==> src/dpw_cfg.svh <==
`ifndef DPW_CFG_SVH
`define DPW_CFG_SVH

// ----------------------------------------
// Register indices, byte address is 4 x index
// ----------------------------------------
`define DPW_IDX_CTRL_ONE   12'h001
`define DPW_IDX_CTRL_TWO   12'h002
`define DPW_IDX_RUN_CTRL   12'h003
`define DPW_IDX_DT1_LO     12'h008
`define DPW_IDX_DT1_HI     12'h009
`define DPW_IDX_PW1_LO     12'h00A
`define DPW_IDX_PW1_HI     12'h00B
`define DPW_IDX_PER_LO     12'h00C
`define DPW_IDX_PER_HI     12'h00D
`define DPW_IDX_DT2_LO     12'hFB0
`define DPW_IDX_DT2_HI     12'hFB1
`define DPW_IDX_PW2_LO     12'hFB2
`define DPW_IDX_PW2_HI     12'hFB3

// ----------------------------------------
// Field positions
// ----------------------------------------
`define DPW_ONE_SHOT_BIT   0
`define DPW_MODE_LSB       0
`define DPW_START_BIT      0
`define DPW_BUSY_BIT       1

// ----------------------------------------
// Reset values and counts
// ----------------------------------------
`define DPW_DATA_RST       10'h000
`define DPW_MODE_RST       2'h0
`define DPW_FULL_COUNT     11'h400

`endif

==> src/dpw_pkg.sv <==
package dpw_pkg;

    typedef enum logic [1:0] {
        DPW_MODE_INDEP = 2'h0,
        DPW_MODE_RSVD  = 2'h1,
        DPW_MODE_VAR   = 2'h2,
        DPW_MODE_HALF  = 2'h3
    } dpw_mode_t;

    typedef enum logic [1:0] {
        DPW_ST_IDLE = 2'b01,
        DPW_ST_RUN  = 2'b10
    } dpw_state_t;

    typedef struct packed {
        logic [9:0] dt1;
        logic [9:0] pw1;
        logic [9:0] per;
        logic [9:0] dt2;
        logic [9:0] pw2;
    } dpw_hold_t;

    typedef struct packed {
        logic [10:0] per;
        logic [10:0] on1;
        logic [10:0] off1;
        logic [10:0] on2;
        logic [10:0] off2;
    } dpw_cmp_t;

endpackage

==> src/dpw_waveform_gen.sv <==
// The APB register port and the address map were chosen for this implementation.
`timescale 1ns/1ns
`include "dpw_cfg.svh"
module dpw_waveform_gen (
    // Clock and reset
    input  wire logic        mclk,
    input  wire logic        reset_n,
    // APB slave
    input  wire logic        psel,
    input  wire logic        penable,
    input  wire logic        pwrite,
    input  wire logic [13:0] paddr,
    input  wire logic [31:0] pwdata,
    output logic      [31:0] prdata,
    output logic             pready,
    output logic             pslverr,
    // Pulse outputs and timer events
    output logic             pulse_out_one,
    output logic             pulse_out_two,
    output logic             period_match,
    output logic             counter_clear
);

    // ----------------------------------------
    // Functions
    // ----------------------------------------
    // A zero in a ten-bit width or period stands for the full 400H count
    function automatic logic [10:0] to_count(input logic [9:0] v);
        to_count = (v == 10'h000) ? `DPW_FULL_COUNT : {1'b0, v};
    endfunction

    function automatic logic in_window(input logic [10:0] cnt, input logic [10:0] on, input logic [10:0] off);
        in_window = (cnt >= on) && (cnt < off);
    endfunction

    function automatic logic [9:0] byte_write(input logic [9:0] old, input logic lo, input logic hi,
                                              input logic [7:0] d);
        logic [9:0] v;
        v = old;
        if (lo) begin
            v[7:0] = d;
        end
        if (hi) begin
            v[9:8] = d[1:0];
        end
        byte_write = v;
    endfunction

    function automatic logic [31:0] byte_read(input logic [9:0] v, input logic hi);
        byte_read = hi ? {30'h0, v[9:8]} : {24'h0, v[7:0]};
    endfunction

    // Mode-specific processing of staged values into compare points
    function automatic dpw_pkg::dpw_cmp_t cmp_points(input dpw_pkg::dpw_mode_t m, input dpw_pkg::dpw_hold_t h,
                                                     input dpw_pkg::dpw_cmp_t old);
        dpw_pkg::dpw_cmp_t c;
        logic [10:0]       per;
        logic [10:0]       half;
        logic [10:0]       w1;
        c    = old;
        per  = to_count(h.per);
        half = {1'b0, per[10:1]};
        w1   = to_count(h.pw1);
        c.per = per;
        unique case (m)
            dpw_pkg::DPW_MODE_HALF: begin
                c.on1  = {1'b0, h.dt1};
                c.off1 = half;
                c.on2  = half + {1'b0, h.dt1};
                c.off2 = per;
            end
            dpw_pkg::DPW_MODE_VAR: begin
                c.on1  = {1'b0, h.dt1};
                c.off1 = w1;
                c.on2  = w1 + {1'b0, h.dt1};
                c.off2 = per;
            end
            dpw_pkg::DPW_MODE_INDEP, dpw_pkg::DPW_MODE_RSVD: begin
                c.on1  = {1'b0, h.dt1};
                c.off1 = w1;
                c.on2  = {1'b0, h.dt2};
                c.off2 = to_count(h.pw2);
            end
        endcase
        cmp_points = c;
    endfunction

    // ----------------------------------------
    // Register state
    // ----------------------------------------
    logic                 one_shot_ff;
    dpw_pkg::dpw_mode_t   mode_ff;
    logic                 start_bit_ff;
    dpw_pkg::dpw_hold_t   hold_ff;
    dpw_pkg::dpw_hold_t   nxt_hold;
    dpw_pkg::dpw_hold_t   snap_ff;
    dpw_pkg::dpw_cmp_t    cmp_ff;
    logic                 pending_ff;
    logic                 dirty_ff;
    dpw_pkg::dpw_state_t  state_ff;
    logic [9:0]           cnt_ff;
    logic [31:0]          prdata_ff;
    logic                 out_one_ff;
    logic                 out_two_ff;
    logic                 match_ff;
    logic                 clear_ff;

    // ----------------------------------------
    // APB decode
    // ----------------------------------------
    logic [11:0] idx;
    logic        wr;
    logic        mapped;
    logic        data_wr;
    logic        per_hi_wr;
    logic        run_wr;
    logic        running;
    logic        match;
    logic        boundary;
    logic [31:0] rd_mux;

    assign idx = paddr[13:2];
    assign wr  = psel && penable && pwrite && mapped;

    always_comb begin
        unique case (idx)
            `DPW_IDX_CTRL_ONE, `DPW_IDX_CTRL_TWO, `DPW_IDX_RUN_CTRL,
            `DPW_IDX_DT1_LO, `DPW_IDX_DT1_HI, `DPW_IDX_PW1_LO, `DPW_IDX_PW1_HI,
            `DPW_IDX_PER_LO, `DPW_IDX_PER_HI, `DPW_IDX_DT2_LO, `DPW_IDX_DT2_HI,
            `DPW_IDX_PW2_LO, `DPW_IDX_PW2_HI: mapped = 1'b1;
            default:                          mapped = 1'b0;
        endcase
    end

    // Zero wait states; unmapped words answer with an error
    assign pready  = 1'b1;
    assign pslverr = psel && penable && !mapped;

    assign per_hi_wr = wr && (idx == `DPW_IDX_PER_HI);
    assign run_wr    = wr && (idx == `DPW_IDX_RUN_CTRL);
    assign data_wr   = wr && (idx[11:3] == 9'h001 || idx[11:2] == 10'h3EC);

    always_comb begin
        nxt_hold     = hold_ff;
        nxt_hold.dt1 = byte_write(hold_ff.dt1, wr && idx == `DPW_IDX_DT1_LO, wr && idx == `DPW_IDX_DT1_HI,
                                  pwdata[7:0]);
        nxt_hold.pw1 = byte_write(hold_ff.pw1, wr && idx == `DPW_IDX_PW1_LO, wr && idx == `DPW_IDX_PW1_HI,
                                  pwdata[7:0]);
        nxt_hold.per = byte_write(hold_ff.per, wr && idx == `DPW_IDX_PER_LO, per_hi_wr, pwdata[7:0]);
        nxt_hold.dt2 = byte_write(hold_ff.dt2, wr && idx == `DPW_IDX_DT2_LO, wr && idx == `DPW_IDX_DT2_HI,
                                  pwdata[7:0]);
        nxt_hold.pw2 = byte_write(hold_ff.pw2, wr && idx == `DPW_IDX_PW2_LO, wr && idx == `DPW_IDX_PW2_HI,
                                  pwdata[7:0]);
    end

    always_comb begin
        unique case (idx)
            `DPW_IDX_CTRL_ONE: rd_mux = {31'h0, one_shot_ff};
            `DPW_IDX_CTRL_TWO: rd_mux = {30'h0, mode_ff};
            `DPW_IDX_RUN_CTRL: rd_mux = {30'h0, running, start_bit_ff};
            `DPW_IDX_DT1_LO:   rd_mux = byte_read(hold_ff.dt1, 1'b0);
            `DPW_IDX_DT1_HI:   rd_mux = byte_read(hold_ff.dt1, 1'b1);
            `DPW_IDX_PW1_LO:   rd_mux = byte_read(hold_ff.pw1, 1'b0);
            `DPW_IDX_PW1_HI:   rd_mux = byte_read(hold_ff.pw1, 1'b1);
            `DPW_IDX_PER_LO:   rd_mux = byte_read(hold_ff.per, 1'b0);
            `DPW_IDX_PER_HI:   rd_mux = byte_read(hold_ff.per, 1'b1);
            `DPW_IDX_DT2_LO:   rd_mux = byte_read(hold_ff.dt2, 1'b0);
            `DPW_IDX_DT2_HI:   rd_mux = byte_read(hold_ff.dt2, 1'b1);
            `DPW_IDX_PW2_LO:   rd_mux = byte_read(hold_ff.pw2, 1'b0);
            `DPW_IDX_PW2_HI:   rd_mux = byte_read(hold_ff.pw2, 1'b1);
            default:           rd_mux = 32'h0000_0000;
        endcase
    end

    // Read data sampled in the setup cycle, stable through the access phase
    always_ff @(posedge mclk or negedge reset_n) begin
        if (!reset_n) begin
            prdata_ff <= 32'h0000_0000;
        end else if (psel && !penable && !pwrite) begin
            prdata_ff <= rd_mux;
        end
    end
    assign prdata = prdata_ff;

    // ----------------------------------------
    // Control registers
    // ----------------------------------------
    always_ff @(posedge mclk or negedge reset_n) begin
        if (!reset_n) begin
            one_shot_ff  <= 1'b0;
            mode_ff      <= dpw_pkg::DPW_MODE_INDEP;
            start_bit_ff <= 1'b0;
        end else begin
            if (wr && idx == `DPW_IDX_CTRL_ONE) begin
                one_shot_ff <= pwdata[`DPW_ONE_SHOT_BIT];
            end
            if (wr && idx == `DPW_IDX_CTRL_TWO) begin
                mode_ff <= dpw_pkg::dpw_mode_t'(pwdata[`DPW_MODE_LSB +: 2]);
            end
            if (run_wr) begin
                start_bit_ff <= pwdata[`DPW_START_BIT];
            end
        end
    end

    // ----------------------------------------
    // Holding registers and transfer staging
    // ----------------------------------------
    always_ff @(posedge mclk or negedge reset_n) begin
        if (!reset_n) begin
            hold_ff <= {5{`DPW_DATA_RST}};
        end else begin
            hold_ff <= nxt_hold;
        end
    end

    // Staged copy taken at the period upper-byte write; a rewrite after it
    // rides one more boundary so the last values follow a period later
    always_ff @(posedge mclk or negedge reset_n) begin
        if (!reset_n) begin
            snap_ff    <= {5{`DPW_DATA_RST}};
            pending_ff <= 1'b0;
            dirty_ff   <= 1'b0;
        end else if (per_hi_wr) begin
            snap_ff    <= nxt_hold;
            pending_ff <= 1'b1;
            dirty_ff   <= 1'b0;
        end else if (boundary && pending_ff) begin
            if (dirty_ff || data_wr) begin
                snap_ff    <= nxt_hold;
                pending_ff <= 1'b1;
            end else begin
                pending_ff <= 1'b0;
            end
            dirty_ff <= 1'b0;
        end else if (data_wr && pending_ff) begin
            dirty_ff <= 1'b1;
        end
    end

    always_ff @(posedge mclk or negedge reset_n) begin
        if (!reset_n) begin
            cmp_ff <= '{per: `DPW_FULL_COUNT, default: 11'h000};
        end else if (boundary && pending_ff) begin
            cmp_ff <= cmp_points(mode_ff, snap_ff, cmp_ff);
        end
    end

    // ----------------------------------------
    // Counter
    // ----------------------------------------
    assign running  = (state_ff == dpw_pkg::DPW_ST_RUN);
    assign match    = running && ({1'b0, cnt_ff} == cmp_ff.per - 11'h001);
    assign boundary = match || (run_wr && pwdata[`DPW_START_BIT]);

    always_ff @(posedge mclk or negedge reset_n) begin
        if (!reset_n) begin
            state_ff <= dpw_pkg::DPW_ST_IDLE;
            cnt_ff   <= 10'h000;
        end else if (run_wr) begin
            // A start write always restarts from a cleared count
            state_ff <= pwdata[`DPW_START_BIT] ? dpw_pkg::DPW_ST_RUN : dpw_pkg::DPW_ST_IDLE;
            cnt_ff   <= 10'h000;
        end else begin
            unique case (state_ff)
                dpw_pkg::DPW_ST_IDLE: begin
                    cnt_ff <= 10'h000;
                end
                dpw_pkg::DPW_ST_RUN: begin
                    if (match) begin
                        cnt_ff <= 10'h000;
                        if (one_shot_ff) begin
                            state_ff <= dpw_pkg::DPW_ST_IDLE;
                        end
                    end else begin
                        cnt_ff <= cnt_ff + 10'h001;
                    end
                end
                default: begin
                    state_ff <= dpw_pkg::DPW_ST_IDLE;
                    cnt_ff   <= 10'h000;
                end
            endcase
        end
    end

    // ----------------------------------------
    // Pulse outputs
    // ----------------------------------------
    always_ff @(posedge mclk or negedge reset_n) begin
        if (!reset_n) begin
            out_one_ff <= 1'b0;
            out_two_ff <= 1'b0;
        end else begin
            out_one_ff <= running && in_window({1'b0, cnt_ff}, cmp_ff.on1, cmp_ff.off1);
            out_two_ff <= running && in_window({1'b0, cnt_ff}, cmp_ff.on2, cmp_ff.off2);
        end
    end

    always_ff @(posedge mclk or negedge reset_n) begin
        if (!reset_n) begin
            match_ff <= 1'b0;
            clear_ff <= 1'b0;
        end else begin
            match_ff <= match;
            clear_ff <= boundary || run_wr;
        end
    end

    assign pulse_out_one = out_one_ff;
    assign pulse_out_two = out_two_ff;
    assign period_match  = match_ff;
    assign counter_clear = clear_ff;

endmodule

==> config.mk <==
export PLATFORM = sky130hd
export DESIGN_NAME = dpw_waveform_gen
export DESIGN_NICKNAME = d
export VERILOG_FILES = /design/src/dpw_pkg.sv /design/src/dpw_waveform_gen.sv
export VERILOG_INCLUDE_DIRS = /design/src
export SDC_FILE = /design/constraint.sdc
export NUM_CORES = 1
export LEC_CHECK = 0
export BUFFER_PORTS_ARGS = -buffer_cell sky130_fd_sc_hd__buf_4
export CAP_MARGIN = 5
export CORE_UTILIZATION = 25
export CTS_CLUSTER_SIZE = 40
export DETAILED_ROUTE_END_ITERATION = 10
export PLACE_DENSITY = 0.48
export SLEW_MARGIN = 20
export SYNTH_ARGS = -nofsm -noshare
export SYNTH_HDL_FRONTEND = slang
export SYNTH_SLANG_ARGS = --single-unit
==> constraint.sdc <==
create_clock -name mclk -period 4.6 [get_ports mclk]
set_input_delay 0.46 -clock mclk [delete_from_list [all_inputs] [get_ports mclk]]
set_output_delay 0.46 -clock mclk [all_outputs]
set_load 0.02 [all_outputs]
# After elaboration in Yosys (flattened, before gate mapping)
# Cells that the tools add are included.
# W data, S select, Z words.
[word_totals]
register_bits = 209
input_bits = 51
[op_classes]
add_sub_neg = 4
magnitude_cmp = 4
eq_ne = 24
muxes = 33
n_reduce_logical = 46
[ops]
columns = ["op", "n"]
rows = [
  ["$mux W50", 3],
  ["$pmux W44 S3", 1],
  ["$pmux W8 S13", 1],
  ["$eq A12 B4 Y1 const B", 6],
  ["$eq A12 B12 Y1 const B", 4],
  ["$mux W8", 5],
  ["$mux W11", 3],
  ["$logic_not A10 Y1", 3],
  ["$mux W10", 3],
  ["$logic_and A1 B1 Y1", 28],
  ["$eq A12 B2 Y1 const B", 2],
  ["$ge A10 B11 Y1", 2],
  ["$lt A10 B11 Y1", 2],
  ["$mux W2", 9],
  ["$reduce_or A13 Y1", 1],
  ["$eq A12 B1 Y1 const B", 1],
  ["$add A10 B10 Y11", 1],
  ["$add A11 B10 Y11", 1],
  ["$eq A10 B11 Y1", 1],
  ["$sub A11 B1 Y11 const B", 1],
  ["$add A10 B1 Y10 const B", 1],
  ["$eq A10 B10 Y1 const B", 1],
  ["$eq A9 B1 Y1 const B", 1],
  ["$mux W1", 7],
  ["14 further kinds", 23],
]

# Logic depth before layout (Yosys ltp)
# Gate-level depths: netlist of the first run.
[depth]
word_depth = 10
mapped_depth = 15

# Least setup slack after synthesis of the first run
# Ideal clock, no wire load.
[synth_path]
path_type = "reg-to-reg"
start = "register mode_ff[1]"
end = "register cmp_ff[21] (netlist name)"
setup_ns = 0.083
arrival_ns = 3.341
slack_ns = 1.176
stages_incl_launch_ff = 16
path_buffers = 2
period_less_slack_ns = 3.424
cell_sequence = "dfrtp_1 > clkbuf_1 > inv_1 > nor2_1 > buf_1 > mux2_2 > ha_1 > fa_1 > a21o_1 > a21oi_1 > o211ai_1 > a31o_2 > a21oi_1 > xnor2_1 > nand3_1 > o21ai_0"
[synth_via]
elab_chain_cells = 3
elab_cells_between_ends = 6
cone_classes = "eq/ne: 3; mux: 1; reduce/logical: 2"
[synth_rtl]
columns = ["element", "line_no", "source"]
rows = [
  ["from (decl)", "dpw_waveform_gen.sv:92", "dpw_pkg::dpw_mode_t mode_ff;"],
  ["from (signal assigned)", "dpw_waveform_gen.sv:191", "mode_ff <= dpw_pkg::DPW_MODE_INDEP;"],
  ["from (signal assigned)", "dpw_waveform_gen.sv:198", "mode_ff <= dpw_pkg::dpw_mode_t'(pwdata[`DPW_MODE_LSB +: 2]);"],
  ["$eq A2 B1 Y1 / $logic_not A2 Y1 (equally long branches)", "--", ""],
  ["$reduce_or A2 Y1", "--", ""],
  ["$pmux W44 S3 (*)", "dpw_waveform_gen.sv:65", "unique case (m)"],
  ["to (signal assigned)", "dpw_waveform_gen.sv:245", "cmp_ff <= cmp_points(mode_ff, snap_ff, cmp_ff);"],
  ["to (decl)", "dpw_waveform_gen.sv:97", "dpw_pkg::dpw_cmp_t cmp_ff;"],
]
# Every way passes the cells marked *; elsewhere a longest branch is shown, timed or not. The select of a mux whose other input is x is not followed.
# A chain may end at the register's enable or synchronous reset.

# Worst setup path after layout of the first run
[layout_path]
start = "register cmp_ff[44] (netlist name)"
end = "register snap_ff[19] (netlist name)"
[layout_via]
elab_chain_cells = 7
[layout_rtl]
columns = ["element", "line_no", "source"]
rows = [
  ["$sub A11 B1 Y11", "dpw_waveform_gen.sv:253", "assign match = running && ({1'b0, cnt_ff} == cmp_ff.per - 11'h001);"],
  ["$eq A10 B11 Y1", "dpw_waveform_gen.sv:253", ""],
  ["$logic_and A1 B1 Y1", "dpw_waveform_gen.sv:253", ""],
  ["net match", "dpw_waveform_gen.sv:118", "logic match;"],
  ["$logic_or A1 B1 Y1", "dpw_waveform_gen.sv:254", "assign boundary = match || (run_wr && pwdata[`DPW_START_BIT]);"],
  ["$logic_and A1 B1 Y1", "dpw_waveform_gen.sv:228", "end else if (boundary && pending_ff) begin"],
  ["$reduce_bool A2 Y1 (no line)", "--", ""],
  ["$reduce_and A2 Y1 (no line)", "--", ""],
  ["to (signal assigned)", "dpw_waveform_gen.sv:221", "snap_ff <= {5{`DPW_DATA_RST}};"],
  ["to (signal assigned)", "dpw_waveform_gen.sv:225", "snap_ff <= nxt_hold;"],
  ["to (signal assigned)", "dpw_waveform_gen.sv:230", "snap_ff <= nxt_hold;"],
  ["to (decl)", "dpw_waveform_gen.sv:96", "dpw_pkg::dpw_hold_t snap_ff;"],
]
# The timed path passes the listed nets, and every way through them passes these cells.

==> impl_metrics.csv, run 1 <==
group,metric,value,unit
cells_and_area,fin_nets,1044,
synth,synth_most_common_cell,"dfrtp_1",
floorplan,die_width,202,um
sta,setup-violations-final,0,
clock_tree,clk_path_buf_depth,2,
grt,grt_max_degree,119,
route,drt-total-wl,25.1,mm
pwr,peakVddDrop,0.216,mV
clock_tree,path_clk_slew,0.07,ns
floorplan,initial_core_util,25.6,%
sta,final.min_clock_period,3.64,ns
clock_tree,cts_resized,0,
grt,gr-total-overflow,0,
synth,ys.warnings.count,0,
grt,grt_pass1_vias,6674,
synth,synth_top_area_cell,"dfrtp_1",
cells_and_area,area_growth_syn_to_layout,13.4,%
sta,worst_slack,0.960,ns
route,remaining_drc_errors,0,
grt,grt_usage,12.9,%
pwr,p_total,3.22,mW
cells_and_area,final_cell_area,11300,um2
pwr,p_leak,5.28,nW
synth,postSynthAreaPerCell,10.9,um2
synth,syn_inst,912,
sta,holdWs,0.144,ns
floorplan,die-area,40700,um2
route,first_iter_violations,294,
critical_path,cp_max_fo,14,
cells_and_area,antenna_cells,0,
placement,dp_cells,1441,
flow_run,max-cap-violations,0,
cells_and_area,multi_input_area,4890,um2
critical_path,crit_required,4.92,ns
clock_tree,clkLatencyLatePin,0.44,ns
synth,synth-seq-cells,184,
route,num_vias,6701,
synth,synth_flop_cell,"dfrtp_1",
clock_tree,cts-root-buf,"clkbuf_16",
floorplan,core,39000,um2
route,firstDrtPassIters,4,
route,viasPerCell,4.55,
clock_tree,cts_tree,"yes",
sta,finalClockSkew,0.0175,ns
route,antenna_left,0,
grt,grt_pass1_wl,40.1,mm
synth,ys_async_sr_fraction,100,%
placement,gp_congestion,0.756,
clock_tree,numCtsBuffers,17,
sta,setup_tns,0,ns
grt,antenna_found_initial,0,
sta,timing_hold_violations_final,0,
sta,max_slew_margin,29.9,%
floorplan,die_h,202,um
clock_tree,postCtsSetupBuffers,0,
cells_and_area,utilization,29.0,%
sta,slew_viol_final,0,
route,wl_per_cell,17.1,um
floorplan,rows,72,
synth,syn_area,9970,um2
critical_path,critical_path_arrival,3.96,ns
synth,synthTopCellsByArea,"dfrtp_1 46%, mux2_2 10%, ha_1 6.3%, mux2i_1 3.8%, nor2_1 3.2%",
synth,synthDominantCellAreaShare,45.7,%
critical_path,worstSetupPathType,"reg2reg",
clock_tree,htreeDepth,4,
cells_and_area,fin_cells,1473,
placement,place_area,10700,um2
critical_path,critPathCaptureType,"flop",
synth,ys_types,65,
pwr,p_per_area,285,nW/um2
clock_tree,ctsHoldBuffers,0,
placement,dpl.hpwl,18.6,mm
critical_path,cp-start-kind,"flop",
placement,io_buffer_count,37,
placement,pre_cts_slack,0.981,ns
cells_and_area,drive_above_1_share,22.2,%
synth,synth_commonest_cells,"182 x dfrtp_1, 92 x mux2_2, 84 x nor2_1",
synth,synth-edff-count,0,
cells_and_area,register_area,4610,um2
sta,period_share,79.1,%
cells_and_area,nFillCells,4107,
synth,seq_area_frac_synth,46.2,%
clock_tree,cts.sinks,184,
sta,rsz0062_at_grt,"no",
status,status,"finished, final reports clean",
sta,fmax,0.275,GHz
floorplan,boundaryPins,89,
hold_path,hp-class,"in2async",
sta,tightestPinTransition,1.05,ns
[kinds of logic (layout without fill, tap and decap cells)]
group	count (synthesis)	after routing	share of synthesized area [%]
AOI/OAI and AO/OA	151	151	9.99
xor gates and xnor gates	29	29	2.55
adders and majority gates	51	51	6.48
buffers and inverters	109	129	5.72
DFF	184	184	46.2
muxes	153	153	17.9
other	2	25	0.0753
and+or+nand+nor	233	233	11.1
[where the power goes]
| part | internal, mW | switching (mW) | total, mW |
|---|---|---|---|
| Clock | 0.794 | 0.647 | 1.44 |
| Combinational | 0.0413 | 0.102 | 0.144 |
| Sequential | 1.63 | 0.00723 | 1.64 |
| Total | 2.46 | 0.756 | 3.22 |
[metal layers]
metal | track usage, % | part of all wire, % | up-vias
met5 | 0 | 0 | -
met4 | 4.33 | 2.1 | 0
met3 | 1.85 | 2.2 | 28
met2 | 20.7 | 47 | 110
met1 | 17.7 | 49 | 3304
li1 | - | - | 3259
[cell type report]
| cell class | instances | area share, % |
|---|---|---|
| clock buffer | 23 | 4.23 |
| clock inverter | 9 | 0.808 |
| inverter | 47 | 1.56 |
| multi-input combinational | 642 | 43.3 |
| sequential | 184 | 40.8 |
| tap | 518 | 5.73 |
| timing repair buffer | 50 | 3.60 |
[layout by cell type (no fill, tap or decap), drive strengths merged, types with 5 or more instances in the layout]
cell type,n
clkbuf,24
nand4,8
ha,50
xnor2,16
nor2,85
a31oi,11
o21ai,33
nor4,11
nand2,55
mux2,112
nor3,24
a211oi,6
a22o,8
inv,49
dfrtp,182
conb,25
a221oi,7
nor2b,6
nand2b,7
buf,49
mux2i,38
a21o,10
o211ai,5
nand3,17
a21oi,49
xor2,13
[final timing paths]
kind                                          start                       end  slack, ns  cells past startpoint
setup / recovery             cmp_ff[44]$_DFFE_PN0P_   snap_ff[19]$_DFFE_PN0P_       0.96                     10
hold / removal                              reset_n     prdata[0]$_DFFE_PN0P_       0.14                      1
setup reg to reg             cmp_ff[44]$_DFFE_PN0P_   snap_ff[19]$_DFFE_PN0P_       0.96                     10
hold reg to reg            start_bit_ff$_DFFE_PN0N_  start_bit_ff$_DFFE_PN0N_       0.47                      2
max in group asynchronous                   reset_n    cmp_ff[54]$_DFFE_PN1P_       3.36                      2
min in group mclk                         pwdata[3]     hold_ff[13]$_DFF_PN0_       0.31                      2
[flip-flops by register name, summed over array words and instances, names as in the netlist]
| register | count |
|---|---|
| one_shot_ff | 1 |
| state_ff | 2 |
| counter_clear | 1 |
| pulse_out_one | 1 |
| period_match | 1 |
| prdata | 8 |
| pending_ff | 1 |
| mode_ff | 2 |
| pulse_out_two | 1 |
| cmp_ff | 54 |
| hold_ff | 50 |
| dirty_ff | 1 |
| snap_ff | 50 |
| cnt_ff | 10 |
| start_bit_ff | 1 |
[worst max-delay path, cell delays in order, from the launching register on]
cell and delay, ns:
dfrtp_1 0.41, inv_1 0.09, ha_1 0.30, or4b_1 0.62, mux4_2 0.51, and2_4 0.18
o211a_4 0.27, o221a_4 0.26, nor2_8 0.22, buf_4 0.30, mux2_2 0.36
(Power assumes the default switching activity.)
==> inputs of run 2 (changes only) <==
==> constraint.sdc (replaced) <==
create_clock -name mclk -period 3.5 [get_ports mclk]
set_input_delay 0.35 -clock mclk [delete_from_list [all_inputs] [get_ports mclk]]
set_output_delay 0.35 -clock mclk [all_outputs]
set_load 0.02 [all_outputs]
==> run 2 against run 1 <==
  * Utilization is 0.73 points higher
  * Maximum frequency is 12% higher
  * Flip-flop and latch count stayed put
  * Register-to-register slack worse by 0.72 ns
  * Global-route usage is 0.26 points higher
  * Final area is 2.5% higher
  * Clock power is 44% higher
  * Sequential power is 31% higher
  * Worst setup slack worse by 0.72 ns
==> impl_metrics.csv, run 2 (synthesis gave the netlist of run 1 again) <==
group,metric,value,unit
grt,antenna_found_initial,0,
cells_and_area,register_area,4610,um2
critical_path,crit_required,3.83,ns
placement,io_buffer_count,37,
cells_and_area,multi_input_area,4890,um2
sta,holdWs,0.216,ns
cells_and_area,most-common-layout-cells,"182 x dfrtp_1, 92 x mux2_2, 84 x nor2_1",
route,num_vias,6822,
sta,timing_hold_violations_final,0,
cells_and_area,largest_reg_flops,54,
floorplan,die_width,202,um
sta,tightestPinTransition,0.737,ns
floorplan,rows,72,
route,drt-total-wl,26.0,mm
floorplan,boundaryPins,89,
route,wl_per_cell,17.3,um
floorplan,die-area,40700,um2
cells_and_area,nFillCells,4070,
pwr,p_total,4.42,mW
cells_and_area,drive_above_1_share,24.5,%
sta,setup-violations-final,0,
pwr,p_per_area,382,nW/um2
placement,gp_congestion,0.777,
sta,period_share,93.2,%
route,first_iter_violations,256,
hold_path,hp-class,"in2reg",
cells_and_area,fin_cells,1499,
cells_and_area,final_cell_area,11600,um2
critical_path,crit_chain,"inv_1 > ha_1 > or4b_1 > buf_4 > o31ai_2 > xor2_1 > a32o_1 > o211a_4 > o221a_4 > nor2_8 > buf_12 > mux2_2",
cells_and_area,layout_commonest_cell,"dfrtp_1",
clock_tree,numCtsBuffers,17,
critical_path,cp_max_fo,35,
pwr,p_leak,5.45,nW
sta,final.min_clock_period,3.26,ns
status,status,"finished, final reports clean",
clock_tree,clk_path_buf_depth,2,
cells_and_area,fin_nets,1070,
clock_tree,clkLatencyLatePin,0.44,ns
floorplan,initial_core_util,25.6,%
cells_and_area,area_growth_syn_to_layout,16.2,%
sta,slew_viol_final,0,
sta,rsz0062_at_grt,"no",
critical_path,critical_path_arrival,3.59,ns
grt,gr-total-overflow,0,
flow_run,max-cap-violations,0,
sta,setup_tns,0,ns
critical_path,r2r-start,"cmp_ff[44]$_DFFE_PN0P_",
grt,grt_pass1_vias,6826,
critical_path,critPathCaptureType,"flop",
route,firstDrtPassIters,6,
sta,finalClockSkew,0.00850,ns
route,remaining_drc_errors,0,
hold_path,hp-start,"pwdata[6]",
critical_path,max_stage_delay,0.47,ns
pwr,peakVddDrop,0.345,mV
critical_path,cp-start-kind,"flop",
critical_path,worstSetupPathType,"reg2reg",
clock_tree,htreeDepth,4,
critical_path,cp_slowest_cell,"or4b_1",
floorplan,die_h,202,um
critical_path,crit_start,"cmp_ff[44]$_DFFE_PN0P_",
sta,max_slew_margin,50.9,%
clock_tree,path_clk_slew,0.07,ns
sta,fmax,0.306,GHz
clock_tree,cts_tree,"yes",
floorplan,core,39000,um2
grt,grt_max_degree,85,
placement,dpl.hpwl,19.4,mm
route,viasPerCell,4.55,
cells_and_area,largest_registers,"cmp_ff (54), hold_ff (50), snap_ff (50)",
cells_and_area,antenna_cells,0,
clock_tree,cts.sinks,184,
grt,grt_usage,13.1,%
route,antenna_left,0,
cells_and_area,top_register,"cmp_ff",
grt,grt_pass1_wl,40.9,mm
clock_tree,cts-root-buf,"clkbuf_16",
placement,dp_cells,1464,
placement,place_area,10900,um2
## run 2: timing repair
action,CTS,global route
buffers inserted,0,1
endpoints found under the hold margin,29,0
setup endpoints to repair,0,1
resized for setup,0,0
hold buffers,1,0
## run 2: final cells by class
type / count / share of cell area, %
clock buffer: 18 / 3.79
clock inverter: 14 / 1.61
inverter: 47 / 1.52
multi-input combinational: 642 / 42.2
sequential: 184 / 39.8
tap: 518 / 5.59
timing repair buffer: 76 / 5.48
## run 2: worst paths after layout
kind | endpoint | slack (ns) | cells past startpoint
min in group asynchronous | hold_ff[19]$_DFF_PN0_ | 0.50 | 2
setup reg to reg | snap_ff[15]$_DFFE_PN0P_ | 0.24 | 12
setup / recovery | snap_ff[15]$_DFFE_PN0P_ | 0.24 | 12
hold reg to reg | start_bit_ff$_DFFE_PN0N_ | 0.49 | 2
max in group asynchronous | cmp_ff[54]$_DFFE_PN1P_ | 2.03 | 3
hold / removal | hold_ff[6]$_DFF_PN0_ | 0.22 | 2
## run 2: layer usage
metal / vias up / global-route usage [%] / wire, um
met5: - / 0 / 0
met4: 0 / 3.00 / 297
met3: 23 / 1.83 / 617
met2: 115 / 21.3 / 12400
met1: 3382 / 18.5 / 12700
li1: 3302 / - / -
## run 2: critical path: cells and delay by family (launching register included)
| family | cells | cell delay [ns] |
|---|---|---|
| buffers and inverters | 3 | 0.52 |
| flip-flops | 1 | 0.42 |
| multiplexers | 1 | 0.36 |
| adder cells (fa/ha/maj) | 1 | 0.16 |
| AO/OA/AOI/OAI | 4 | 0.94 |
| XOR/XNOR | 1 | 0.12 |
| AND/OR/NAND/NOR | 2 | 0.60 |
## run 2: metrics by stage
step | util (%) | setup WS (ns)
after CTS | 29.6 | 0.216
after global placement | 28.0 | 0.269
after global routing | 29.7 | 0.0218
after floorplan | - | 0.0763
final | 29.7 | 0.236
after detailed placement | 28.0 | 0.228
## run 2: where the power goes
group          switching, mW  total [mW]  internal [mW]
clock network          0.915        2.08           1.17
registers            0.00889        2.15           2.14
logic                  0.138       0.195         0.0572
total                   1.06        4.42           3.36
